$ cat src/keypad_defs.svh
// Register offsets, field positions, reset values and interrupt layout for the keypad unit.
`ifndef KEYPAD_DEFS_SVH
`define KEYPAD_DEFS_SVH
`define KEY_NUM_LINES      7
`define KEY_SC_OFFSET      8'h1A
`define KEY_EN_OFFSET      8'h1B
`define KEY_IRQ_ST_OFFSET  8'h1C
`define KEY_IRQ_MSK_OFFSET 8'h1D
`define KEY_SC_PEND_BIT    3
`define KEY_SC_ACK_BIT     2
`define KEY_SC_MASK_BIT    1
`define KEY_SC_MODE_BIT    0
`define KEY_SC_RESET       8'h00
`define KEY_EN_RESET       7'h00
`define KEY_IRQ_RESET      1'h0
`endif

$ cat src/keypad_pkg.sv
// Types shared by the keypad unit.
package keypad_pkg;
  typedef enum logic [1:0] {
    BUS_IDLE = 2'b01,
    BUS_ACK  = 2'b10
  } bus_state_e;
endpackage

$ cat src/key_line_detect.sv
// Falling edge and held low detector for the enabled key lines.
`include "keypad_defs.svh"
module key_line_detect (
  // Clock and reset
  input  wire logic                      clk_in,
  input  wire logic                      rst_n_in,
  // Key lines and enables
  input  wire logic [`KEY_NUM_LINES-1:0] key_lines_in,
  input  wire logic [`KEY_NUM_LINES-1:0] key_enable_in,
  // Detection results
  output logic                           key_edge_out,
  output logic                           key_level_out
);
  typedef struct packed {
    logic [`KEY_NUM_LINES-1:0] prev;
    logic                      edge_seen;
    logic                      level_seen;
  } det_s;
  det_s st_r;
  det_s st_nxt;
  always_comb begin
    st_nxt = st_r;
    // Idle high lines are assumed; a disabled line counts as high.
    st_nxt.prev       = key_lines_in | ~key_enable_in;
    st_nxt.edge_seen  = |(st_r.prev & ~(key_lines_in | ~key_enable_in));
    st_nxt.level_seen = |(key_enable_in & ~key_lines_in);
  end
  always_ff @(posedge clk_in or negedge rst_n_in) begin
    if (!rst_n_in) begin
      st_r <= '{prev: {`KEY_NUM_LINES{1'b1}}, edge_seen: 1'b0, level_seen: 1'b0};
    end else begin
      st_r <= st_nxt;
    end
  end
  assign key_edge_out  = st_r.edge_seen;
  assign key_level_out = st_r.level_seen;
endmodule

$ cat src/keypad_wakeup_unit.sv
// Keypad wakeup interrupt unit with a classic Wishbone register slave.
//
// Our own choice: the Wishbone interface to the registers.
`include "keypad_defs.svh"
module keypad_wakeup_unit (
  // Clock and reset
  input  wire logic                      clk_in,
  input  wire logic                      rst_n_in,
  // Wishbone slave
  input  wire logic                      wb_cyc_in,
  input  wire logic                      wb_stb_in,
  input  wire logic                      wb_we_in,
  input  wire logic [7:0]                wb_adr_in,
  input  wire logic [7:0]                wb_dat_in,
  input  wire logic                      wb_sel_in,
  output logic [7:0]                     wb_dat_out,
  output logic                           wb_ack_out,
  // Key pins and system control
  input  wire logic [`KEY_NUM_LINES-1:0] key_lines_in,
  input  wire logic                      break_state_in,
  input  wire logic                      break_clear_allow_in,
  // Pull-up enable for the key pins
  output logic [`KEY_NUM_LINES-1:0]      key_pullup_en_out,
  // Interrupts
  output logic                           key_cpu_irq_out,
  output logic                           wakeup_out,
  output logic                           irq_out
);
  typedef struct packed {
    keypad_pkg::bus_state_e    bus;
    logic [7:0]                rdata;
    logic                      pending;
    logic                      mask;
    logic                      mode;
    logic [`KEY_NUM_LINES-1:0] enable;
    logic [1:0]                irq_status;
    logic [1:0]                irq_mask;
  } unit_s;

  unit_s st_r;
  unit_s st_nxt;
  logic  edge_hit;
  logic  level_hit;

  function automatic logic hit(input logic [7:0] adr, input logic [7:0] off);
    hit = (adr == off);
  endfunction

  // ==========================================================
  // Line detection
  key_line_detect u_detect (
    .clk_in        (clk_in),
    .rst_n_in      (rst_n_in),
    .key_lines_in  (key_lines_in),
    .key_enable_in (st_r.enable),
    .key_edge_out  (edge_hit),
    .key_level_out (level_hit)
  );

  // ==========================================================
  // Next state
  always_comb begin
    logic wr;
    logic rd_sc;
    logic ack_wr;
    logic ack_ok;
    logic set_req;
    wr      = 1'b0;
    rd_sc   = 1'b0;
    ack_wr  = 1'b0;
    ack_ok  = 1'b0;
    set_req = 1'b0;
    st_nxt  = st_r;
    unique case (st_r.bus)
      keypad_pkg::BUS_IDLE: begin
        if (wb_cyc_in && wb_stb_in) begin
          st_nxt.bus = keypad_pkg::BUS_ACK;
          wr         = wb_we_in && wb_sel_in;
          rd_sc      = 1'b1;
        end
      end
      keypad_pkg::BUS_ACK: begin
        st_nxt.bus = keypad_pkg::BUS_IDLE;
      end
    endcase
    // Read data; unmapped addresses read zero.
    if (rd_sc) begin
      st_nxt.rdata = 8'h00;
      if (hit(wb_adr_in, `KEY_SC_OFFSET)) begin
        st_nxt.rdata = {4'h0, st_r.pending, 1'b0, st_r.mask, st_r.mode};
      end else if (hit(wb_adr_in, `KEY_EN_OFFSET)) begin
        st_nxt.rdata = {1'b0, st_r.enable};
      end else if (hit(wb_adr_in, `KEY_IRQ_ST_OFFSET)) begin
        st_nxt.rdata = {6'h00, st_r.irq_status};
      end else if (hit(wb_adr_in, `KEY_IRQ_MSK_OFFSET)) begin
        st_nxt.rdata = {6'h00, st_r.irq_mask};
      end
    end
    if (wr && hit(wb_adr_in, `KEY_SC_OFFSET)) begin
      st_nxt.mask = wb_dat_in[`KEY_SC_MASK_BIT];
      st_nxt.mode = wb_dat_in[`KEY_SC_MODE_BIT];
      ack_wr      = wb_dat_in[`KEY_SC_ACK_BIT];
    end
    if (wr && hit(wb_adr_in, `KEY_EN_OFFSET)) begin
      st_nxt.enable = wb_dat_in[`KEY_NUM_LINES-1:0];
    end
    if (wr && hit(wb_adr_in, `KEY_IRQ_MSK_OFFSET)) begin
      st_nxt.irq_mask = wb_dat_in[1:0];
    end
    ack_ok = ack_wr && (!break_state_in || break_clear_allow_in);
    // Edge or edge and level request
    set_req = edge_hit || (st_r.mode && level_hit);
    if (ack_ok) begin
      st_nxt.pending = 1'b0;
    end
    if (set_req) begin
      st_nxt.pending = 1'b1;
    end
    // Sticky status: bit 0 key request, bit 1 ignored acknowledge in break.
    if (wr && hit(wb_adr_in, `KEY_IRQ_ST_OFFSET)) begin
      st_nxt.irq_status = st_r.irq_status & ~wb_dat_in[1:0];
    end
    if (set_req) begin
      st_nxt.irq_status[0] = 1'b1;
    end
    if (ack_wr && !ack_ok) begin
      st_nxt.irq_status[1] = 1'b1;
    end
  end

  // ==========================================================
  // State register
  always_ff @(posedge clk_in or negedge rst_n_in) begin
    if (!rst_n_in) begin
      st_r <= '{bus: keypad_pkg::BUS_IDLE, rdata: 8'h00, pending: 1'b0,
                mask: 1'b0, mode: 1'b0, enable: `KEY_EN_RESET,
                irq_status: 2'h0, irq_mask: 2'h0};
    end else begin
      st_r <= st_nxt;
    end
  end

  // ==========================================================
  // Outputs
  assign wb_ack_out = (st_r.bus == keypad_pkg::BUS_ACK);
  assign wb_dat_out = st_r.rdata;
  assign key_pullup_en_out = st_r.enable;
  assign key_cpu_irq_out = st_r.pending && !st_r.mask;
  assign wakeup_out = st_r.pending && !st_r.mask;
  assign irq_out    = |(st_r.irq_status & st_r.irq_mask);
endmodule

$ cat config.mk
export PLATFORM = sky130hd
export DESIGN_NAME = keypad_wakeup_unit
export DESIGN_NICKNAME = d
export VERILOG_FILES = /design/src/keypad_pkg.sv /design/src/key_line_detect.sv /design/src/keypad_wakeup_unit.sv
export VERILOG_INCLUDE_DIRS = /design/src /design/src/src
export SDC_FILE = /design/constraint.sdc
export NUM_CORES = 1
export LEC_CHECK = 0
export BUFFER_PORTS_ARGS = -buffer_cell sky130_fd_sc_hd__buf_2
export CELL_PAD_IN_SITES_DETAIL_PLACEMENT = 0
export CELL_PAD_IN_SITES_GLOBAL_PLACEMENT = 1
export CORE_MARGIN = 10
export CORE_UTILIZATION = 35
export DETAILED_ROUTE_END_ITERATION = 8
export HOLD_SLACK_MARGIN = 0.08
export PLACE_DENSITY_LB_ADDON = 0.1
export SLEW_MARGIN = 20
export SYNTH_ARGS = -nofsm -noshare
export SYNTH_HDL_FRONTEND = slang
export SYNTH_SLANG_ARGS = --single-unit
$ cat constraint.sdc
create_clock -name clk_in -period 1.55 [get_ports clk_in]
set_clock_uncertainty 0.15 [all_clocks]
set_input_delay 0.31 -clock clk_in [delete_from_list [all_inputs] [get_ports clk_in]]
set_output_delay 0.31 -clock clk_in [all_outputs]
set_load 0.05 [all_outputs]
==> impl_metrics.py, run 1 <==
metrics = {
    "critical_path": {
        "worstPathMaxFanout": 5,
        "r2r-start": "st_r[22]",
        "r2r_cells": 4,
        "cp.required_ns": 1.57,
        "rrSetupSlack_ns": -0.05,
        "critPathLaunchType": "flop",
        "critPathKind": "flop to flop",
        "endpoint_kind": "flop",
        "regToRegEndpoint": "st_r[11]",
        "worstPathArrival_ns": 1.61,
    },
    "sta": {
        "fin_crit_sh_pct": 103.0,
        "hold_violations": 0,
        "slew_viol_final": 0,
        "timing.hold.ws_ns": 0.09459,
        "fmax_mhz": 626.4,
        "rsz0062_at_grt": "yes",
        "setup_slack_ns": -0.04637,
        "finalCriticalPeriod_ns": 1.596,
        "finalSetupViolCount": 12,
    },
    "placement": {
        "dp_hpwl_um": 2957,
        "place_congestion": 0.7547,
        "numPortBuffers": 47,
    },
    "drt": {
        "firstDrtPassIters": 4,
        "vias": 1187,
        "wl_um": 3861,
        "drt_iter0_drc": 31,
        "via_per_inst": 4.845,
        "wl_per_cell_um": 15.76,
        "drc": 0,
        "antenna_left": 0,
    },
    "global_route": {
        "grt.overflow.total": 0,
        "grt_usage_pct": 10.79,
        "grt_start_max_net_pins": 33,
        "antenna_found_initial": 0,
        "grt_pass1_wl_um": 6492,
        "grt_pass1_vias": 1345,
    },
    "layout": {
        "diodes": 0,
        "drive_gt1_share_pct": 55.44,
        "area_delta_synth_final_pct": 35.25,
        "nets": 223,
    },
    "clock_tree": {
        "cts_tree": "yes",
        "numCtsBuffers": 5,
        "h-tree-depth": 2,
        "worstSkewPairLatency_ns": 0.28,
        "max-clock-path-buffers": 2,
        "clock-root-buffer": "clkbuf_8",
        "cts.sinks": 32,
        "path_clk_slew_ns": 0.07,
    },
    "yosys": {
        "syn_inst": 136,
        "synthDistinctLibCells": 31,
        "syn_nets": 167,
        "synth_compound_area_share_pct": 9.672,
        "synthXorXnorAreaFrac_pct": 0,
        "syn_area_sq_um": 1565,
        "synth_mux_area_share_pct": 11.19,
        "synthAdderAreaFrac_pct": 0,
        "synth-simple-area-share_pct": 16.47,
        "postSynthAreaPerCell_sq_um": 11.51,
        "synth_seq_cells": 32,
        "synth-warning-count": 0,
        "synth_top_family_by_area": "simple AND/OR/NAND/NOR gates",
        "ys_seq_area_share_pct": 51.80,
    },
    "floorplan": {
        "pin_count": 50,
        "initial_core_util_pct": 35.95,
        "rows": 24,
        "die_w_um": 86.88,
        "dieArea_sq_um": 7547,
        "chipHeight_um": 86.88,
        "core_sq_um": 4354,
    },
    "worst_hold_path": {
        "worstHoldPathCells": 3,
        "hold_path.class": "primary input to flop",
        "whs_endpoint": "u_detect.st_r[8]",
        "hp-start": "key_lines_in[6]",
    },
    "outcome": {
        "status": "finished with violations",
        "violations": "negative setup slack",
    },
    "flow_run": {
        "cap_violations": 0,
    },
    "power_and_ir_drop": {
        "powerDensity_nw_per_um2": 948.7,
        "vdd_drop_max_uv": 530.1,
        "p_leak_uw": 0.001109,
        "finalPower_uw": 2009,
    },
}
[flip-flops by register name, summed over array words and instances (netlist names)]
signal	cells
u_detect.key_level_out	1
u_detect.key_edge_out	1
key_pullup_en_out	7
st_r	9
wb_dat_out	7
u_detect.st_r	7
[cells in the final DEF (no fill, tap or decap), types with 2 or more instances in the layout]
cell type / instances
a2bb2oi_1: 3
a22o_1: 6
nand2_2: 2
buf_2: 43
nor2_2: 2
nand2_1: 6
clkbuf_8: 5
buf_6: 4
mux2_2: 10
buf_4: 18
o31ai_4: 2
nand3_1: 3
o41ai_2: 2
nor2b_1: 8
dfrtp_1: 24
nand2b_1: 4
a21oi_1: 3
nor2_1: 4
mux2_4: 2
inv_1: 10
dfstp_2: 8
mux2i_1: 4
nand4b_1: 2
[final cells by class]
type	count	area (sq um)
clock inverters	2	35.03
fillers	423	2237
multi-input cells	76	675.6
well taps	52	65.06
inverters	10	37.54
repair buffers	67	420.4
clock buffers	6	72.57
flip-flops and latches	32	810.8
[report_power, final]
group	switching, uW	internal, uW	leakage (uW)
registers	26.5	878	0.000406
logic	194	144	0.000647
clock network	289	476	0.0000552
total	510	1500	0.00111
[synth_stat cells]
library cell / number / area [sq um]
dfrtp_1: 24 / 600.6
buf_4: 16 / 120.1
inv_1: 10 / 37.54
mux2_2: 10 / 112.6
dfstp_2: 8 / 210.2
nor2b_1: 8 / 50.05
nand2_1: 7 / 26.28
a22o_1: 6 / 52.55
nor2_1: 6 / 22.52
mux2i_1: 4 / 40.04
nand2b_1: 4 / 25.02
a21oi_1: 3 / 15.01
a2bb2oi_1: 3 / 26.28
nand3_1: 3 / 15.01
o31ai_1: 3 / 22.52
mux2_1: 2 / 22.52
nand2_2: 2 / 12.51
nand4b_1: 2 / 17.52
nor3_1: 2 / 10.01
o41ai_1: 2 / 17.52
a21o_1: 1 / 7.510
a222oi_1: 1 / 10.01
and3_1: 1 / 6.260
buf_2: 1 / 5.000
clkbuf_1: 1 / 3.750
conb_1: 1 / 3.750
nand4_1: 1 / 6.260
nand4b_2: 1 / 15.01
nor4_1: 1 / 6.260
nor4_4: 1 / 21.27
nor4b_4: 1 / 23.77
[worst max-delay path: stages (launching register included)]
cell and delay (ns):
dfstp_2 0.56, nand4b_4 0.17, nor3_2 0.22, nand2_2 0.11, mux2_2 0.28
[kinds of logic after synthesis]
kind of cell | Yosys count
and+or+nand+nor | 40
DFF | 32
buffers and inverters | 28
AOI/OAI and AO/OA | 19
muxes | 16
other | 1
[stage by stage]
stage	util [%]	instances	cell area, sq um	worst slack, ns	TNS, ns
final	48.62	245	2117	-0.04637	-0.4122
after detailed placement	42.21	229	1838	-0.1841	-2.770
after floorplan	-	136	1577	-0.05069	-0.1455
after global placement	42.21	229	1838	-0.1715	-2.711
after CTS	46.98	242	2046	-0.07769	-0.6963
after global routing	48.62	245	2117	-0.1225	-1.610
[layer usage]
metal | track usage (%) | wire length (um) | vias to the layer above
met3 | 5.431 | 342 | 2
met1 | 11.89 | 1576 | 578
met2 | 17.52 | 1918 | 36
li1 | - | - | 571
met5 | 0 | 0 | -
met4 | 3.682 | 23 | 0
[how the worst max path moves through the flow]
stage / start / to / cells past startpoint
floorplan: st_r[22] / st_r[0] / 3
global placement: wb_adr_in[5] / key_pullup_en_out[4] / 5
detailed placement: wb_adr_in[5] / key_pullup_en_out[6] / 5
CTS: st_r[22] / key_pullup_en_out[6] / 4
global route: st_r[22] / st_r[2] / 4
finish: st_r[22] / st_r[11] / 4
[what timing repair did]
| item | 4_1_cts | 5_1_grt |
|---|---|---|
| pin swaps | 6 | 5 |
| buffers inserted | 4 | 3 |
| gates resized for setup | 14 | 10 |
| hold buffers | 1 | 0 |
| setup endpoints to repair | 21 | 23 |
| endpoints found under the hold margin | 24 | 0 |
(Power assumes the default switching activity.)
==> run 2, diff against run 1 <==
Settings changed: CORE_UTILIZATION 35 to 40.
Clock period 1.55 ns to 2 ns, I/O delays scaled along.
==> run 2 against run 1 <==
Against the previous run: first-iteration DRC count grew 39%; core utilization grew 1.7 points; register-to-register slack gained 0.30 ns; non-clock buffer count shrank 16; the run now ends clean; clock power shrank 22%; largest power group unchanged; setup slack gained 0.30 ns; fmax shrank 8.8%.
==> impl_metrics.py, run 2 (synthesis gave the netlist of run 1 again) <==
metrics = {
    "layout": {
        "largest_reg_flops": 9,
        "regMostFlops": "st_r",
        "layout.cells.non_filler": 225,
        "area_delta_synth_final_pct": 19.58,
        "mostFrequentLayoutCells": "buf_2 (47), dfrtp_1 (24), inv_1 (10), mux2_2 (10)",
        "nets": 207,
        "final_common_cell": "buf_2",
        "drive_gt1_share_pct": 45.20,
        "diodes": 0,
    },
    "floorplan": {
        "rows": 22,
        "core_sq_um": 3716,
        "die_w_um": 82.56,
        "chipHeight_um": 82.56,
        "dieArea_sq_um": 6815,
        "pin_count": 50,
        "initial_core_util_pct": 42.12,
    },
    "power_and_ir_drop": {
        "finalPower_uw": 1492,
        "powerDensity_nw_per_um2": 797.1,
        "p_leak_uw": 0.0009718,
        "vdd_drop_max_uv": 419.5,
    },
    "placement": {
        "placed_cells": 216,
        "dp_hpwl_um": 2739,
        "place_congestion": 0.7778,
        "numPortBuffers": 47,
        "pre_cts_slack_ns": 0.08547,
    },
    "critical_path": {
        "endpoint_kind": "flop",
        "r2r-start": "st_r[22]",
        "cp_cell_sequence": "nand4b_2 -> nor4_4 -> mux2_1",
        "slowest_delay_ns": 0.55,
        "cp.required_ns": 2.01,
        "startpoint": "st_r[22]",
        "critPathLaunchType": "flop",
        "worstPathArrival_ns": 1.76,
        "cpMaxStageDelayCell": "dfstp_2",
        "critPathKind": "flop to flop",
        "worstPathMaxFanout": 6,
    },
    "global_route": {
        "grt_start_max_net_pins": 33,
        "antenna_found_initial": 0,
        "grt_pass1_vias": 1154,
        "grt_usage_pct": 10.29,
        "grt_pass1_wl_um": 5319,
        "grt.overflow.total": 0,
    },
    "worst_hold_path": {
        "hp-start": "key_lines_in[0]",
        "hold_path.class": "primary input to flop",
    },
    "sta": {
        "slew_viol_final": 0,
        "setup_slack_ns": 0.2488,
        "setup_tns_ns": 0,
        "finalCriticalPeriod_ns": 1.751,
        "hold_violations": 0,
        "finalSetupViolCount": 0,
        "relSlewSlack_pct": 54.43,
        "fin_crit_sh_pct": 87.56,
        "tightest_slew_ns": 0.6836,
        "fmax_mhz": 571.0,
        "rsz0062_at_grt": "no",
    },
    "drt": {
        "antenna_left": 0,
        "drt_iter0_drc": 43,
        "wl_per_cell_um": 14.99,
        "vias": 1125,
        "drc": 0,
        "wl_um": 3372,
        "firstDrtPassIters": 4,
        "via_per_inst": 5.000,
    },
    "clock_tree": {
        "cts_resized": 0,
        "numCtsBuffers": 5,
        "path_clk_slew_ns": 0.06,
        "max-clock-path-buffers": 2,
        "holdBufCountCts": 1,
        "clock-root-buffer": "clkbuf_8",
        "cts_setup_buffers": 0,
        "h-tree-depth": 2,
        "cts.sinks": 32,
        "cts_tree": "yes",
        "worstSkewPairLatency_ns": 0.28,
    },
    "flow_run": {
        "cap_violations": 0,
    },
    "outcome": {
        "status": "finished clean",
    },
}
==> run 2: final cells by class <==
class,count,area (sq um)
tap,48,60.06
multi-input combinational,76,588.1
sequential,32,810.8
clock buffer,6,72.57
clock inverter,2,35.03
timing repair buffer,51,267.8
inverter,10,37.54
fill,365,1844
==> run 2: worst max-delay path, delay by kind of cell (launching register included) <==
family | cells | cell delay, ns
AND/OR/NAND/NOR | 2 | 0.59
flip-flops | 1 | 0.55
multiplexers | 1 | 0.35
==> run 2: report_power, final <==
group,internal (uW),leakage (uW),switching (uW)
Clock,369,0.0000552,227
Sequential,680,0.000406,16.5
Combinational,69.3,0.000510,130
==> run 2: worst paths after layout <==
path,slack (ns),to,cells past startpoint
max reg2reg,0.25,st_r[0],3
max in group asynchronous,0.72,st_r[11],2
min in group asynchronous,0.54,wb_dat_out[0],2
max,0.25,st_r[0],3
min reg2reg,0.31,st_r[2],2
min,0.19,u_detect.st_r[2],3
==> run 2: per-stage QoR <==
stage	hold slack (ns)	util (%)	cell area (sq um)
finish	0.1876	50.37	1872
global route	0.1839	50.37	1872
CTS	0.1786	50.37	1872
detailed placement	0.3002	47.21	1754
global placement	0.3050	47.21	1754
floorplan	-0.04559	-	1565
==> run 2: routing by layer <==
| metal | global-route usage, % | routed length, um |
|---|---|---|
| met1 | 12.04 | 1391 |
| met2 | 16.25 | 1618 |
| met3 | 4.860 | 319 |
| met4 | 3.512 | 42 |
| met5 | 0 | 0 |
==> run 3, diff against run 2 <==
Settings changed: CTS_BUF_LIST set to sky130_fd_sc_hd__clkbuf_8.
==> run 3 against run 2 <==
Against the previous run: routed wire length is the same; register-to-register slack barely moved; global-route usage is the same; critical endpoint unchanged; largest cell class unchanged.
==> impl_metrics.py, run 3 (synthesis gave the netlist of run 1 again) <==
metrics = {
    "outcome": {
        "status": "finished clean",
    },
    "drt": {
        "via_per_inst": 5.000,
        "wl_per_cell_um": 14.99,
        "vias": 1125,
        "firstDrtPassIters": 4,
        "antenna_left": 0,
        "drt_iter0_drc": 43,
        "drc": 0,
        "wl_um": 3372,
    },
    "power_and_ir_drop": {
        "pwr-share-comb_pct": 13.4,
        "p_switching_uw": 373.6,
        "p_leak_uw": 0.0009759,
        "clockPowerShare_pct": 39.7,
        "powerDensity_nw_per_um2": 794.6,
        "pwr-share-seq_pct": 46.9,
        "vdd_drop_max_uv": 416.4,
        "internal-power_uw": 1114,
        "swShare_pct": 25.12,
    },
    "clock_tree": {
        "cts_tree": "yes",
        "h-tree-depth": 2,
        "path_clk_slew_ns": 0.06,
        "max-clock-path-buffers": 2,
        "clock-root-buffer": "clkbuf_8",
        "worstSkewPairLatency_ns": 0.28,
        "cts.sinks": 32,
        "cts_setup_buffers": 0,
        "numCtsBuffers": 5,
    },
    "critical_path": {
        "critPathKind": "flop to flop",
        "cpMaxStageDelayCell": "dfstp_2",
        "cp_cell_sequence": "nand4b_2 -> nor4_4 -> mux2_1",
        "rrSetupSlack_ns": 0.25,
        "critPathLaunchType": "flop",
        "r2r_cells": 3,
        "cp.required_ns": 2.01,
        "r2r-start": "st_r[22]",
        "slowest_delay_ns": 0.55,
        "cp_num_buf_inv": 0,
        "regToRegEndpoint": "st_r[0]",
        "worstPathArrival_ns": 1.76,
        "endpoint_kind": "flop",
        "worstPathMaxFanout": 6,
        "critical-path-top-delay-family": "simple AND/OR/NAND/NOR gates",
    },
    "sta": {
        "finalSetupViolCount": 0,
        "fmax_mhz": 571.0,
        "rsz0062_at_grt": "no",
        "timing.hold.ws_ns": 0.1876,
        "finalCriticalPeriod_ns": 1.751,
        "setup_tns_ns": 0,
        "relSlewSlack_pct": 54.43,
        "slew_viol_final": 0,
        "tightest_slew_ns": 0.6836,
        "hold_violations": 0,
        "fin_crit_sh_pct": 87.56,
    },
    "layout": {
        "diodes": 0,
        "fillers": 365,
        "mostFrequentLayoutCells": "buf_2 (47), dfrtp_1 (24), inv_1 (11)",
        "nets": 207,
        "fin_util_pct": 50.37,
        "regMostFlops": "st_r",
        "multiInputGateArea_sq_um": 588.1,
        "largest_reg_flops": 9,
        "drive_gt1_share_pct": 45.20,
        "final_common_cell": "buf_2",
        "seq_area_sq_um": 810.8,
        "area_delta_synth_final_pct": 19.58,
        "fin_area_sq_um": 1872,
    },
    "floorplan": {
        "chipHeight_um": 82.56,
        "initial_core_util_pct": 42.12,
        "die_w_um": 82.56,
        "core_sq_um": 3716,
        "rows": 22,
        "dieArea_sq_um": 6815,
        "pin_count": 50,
    },
    "worst_hold_path": {
        "hold_path.class": "primary input to flop",
        "whs_endpoint": "u_detect.st_r[2]",
        "worstHoldPathCells": 3,
        "hp-start": "key_lines_in[0]",
    },
    "global_route": {
        "grt_start_max_net_pins": 33,
        "grtUsageMet2_pct": 16.25,
        "grtUsageMet1_pct": 12.04,
        "antenna_found_initial": 0,
        "grt_pass1_vias": 1154,
        "busiest_layer": "met2",
        "grt_usage_pct": 10.29,
        "use_met3_pct": 4.860,
        "grt_pass1_wl_um": 5319,
        "grt.overflow.total": 0,
    },
    "placement": {
        "dpl_cell_area_sq_um": 1754,
        "numPortBuffers": 47,
        "place_congestion": 0.7778,
        "dp_hpwl_um": 2739,
    },
    "flow_run": {
        "cap_violations": 0,
    },
}
## run 3: per-layer routing
metal  vias to the layer above  share of wire, %
met5                         -                 0
met4                         0               1.2
met3                         5               9.5
met2                        32                48
met1                       548                41
li1                        540                 -
## run 3: worst max-delay path by stage
stage	startpoint	endpoint	cells after the start
finish	st_r[22]	st_r[0]	3
global route	st_r[22]	wb_dat_out[2]	5
CTS	st_r[22]	st_r[0]	3
detailed placement	wb_adr_in[5]	st_r[0]	5
global placement	wb_adr_in[5]	st_r[0]	5
floorplan	st_r[13]	wakeup_out	3
## run 3: layout make-up
class	count	area share (%)
clock buffers	5	3.676
clock inverters	3	2.072
inverters	10	2.005
multi-input cells	76	31.42
flip-flops and latches	32	43.32
well taps	48	3.209
repair buffers	51	14.30
## run 3: repair_timing
item                                    in CTS  in global routing
endpoints found under the setup margin       0                  0
endpoints found under the hold margin       24                  0
hold buffers                                 1                  0
resized for setup                            0                  0
## run 3: worst register-to-register path, delay by kind of cell (launching register included)
family,cells,cell delay (ns)
simple gates,2,0.59
flops,1,0.55
mux,1,0.35
## run 3: stage by stage
stage | instances | power, uW | worst slack [ns]
5_1_grt | 225 | 1559 | 0.1683
4_1_cts | 225 | 1514 | 0.2397
3_5_place_dp | 216 | 910.5 | 0.08547
3_3_place_gp | 216 | 903.8 | 0.1089
6_report | 225 | 1487 | 0.2488
2_1_floorplan | 136 | 833.5 | 0.05932
## run 3: power by group through the flow
stage	combinational, uW	sequential, uW	clock [uW]
5_1_grt	220	704	635
3_3_place_gp	198	705	0
2_1_floorplan	130	704	0
6_report	200	697	591
4_1_cts	204	697	612
3_5_place_dp	202	708	0
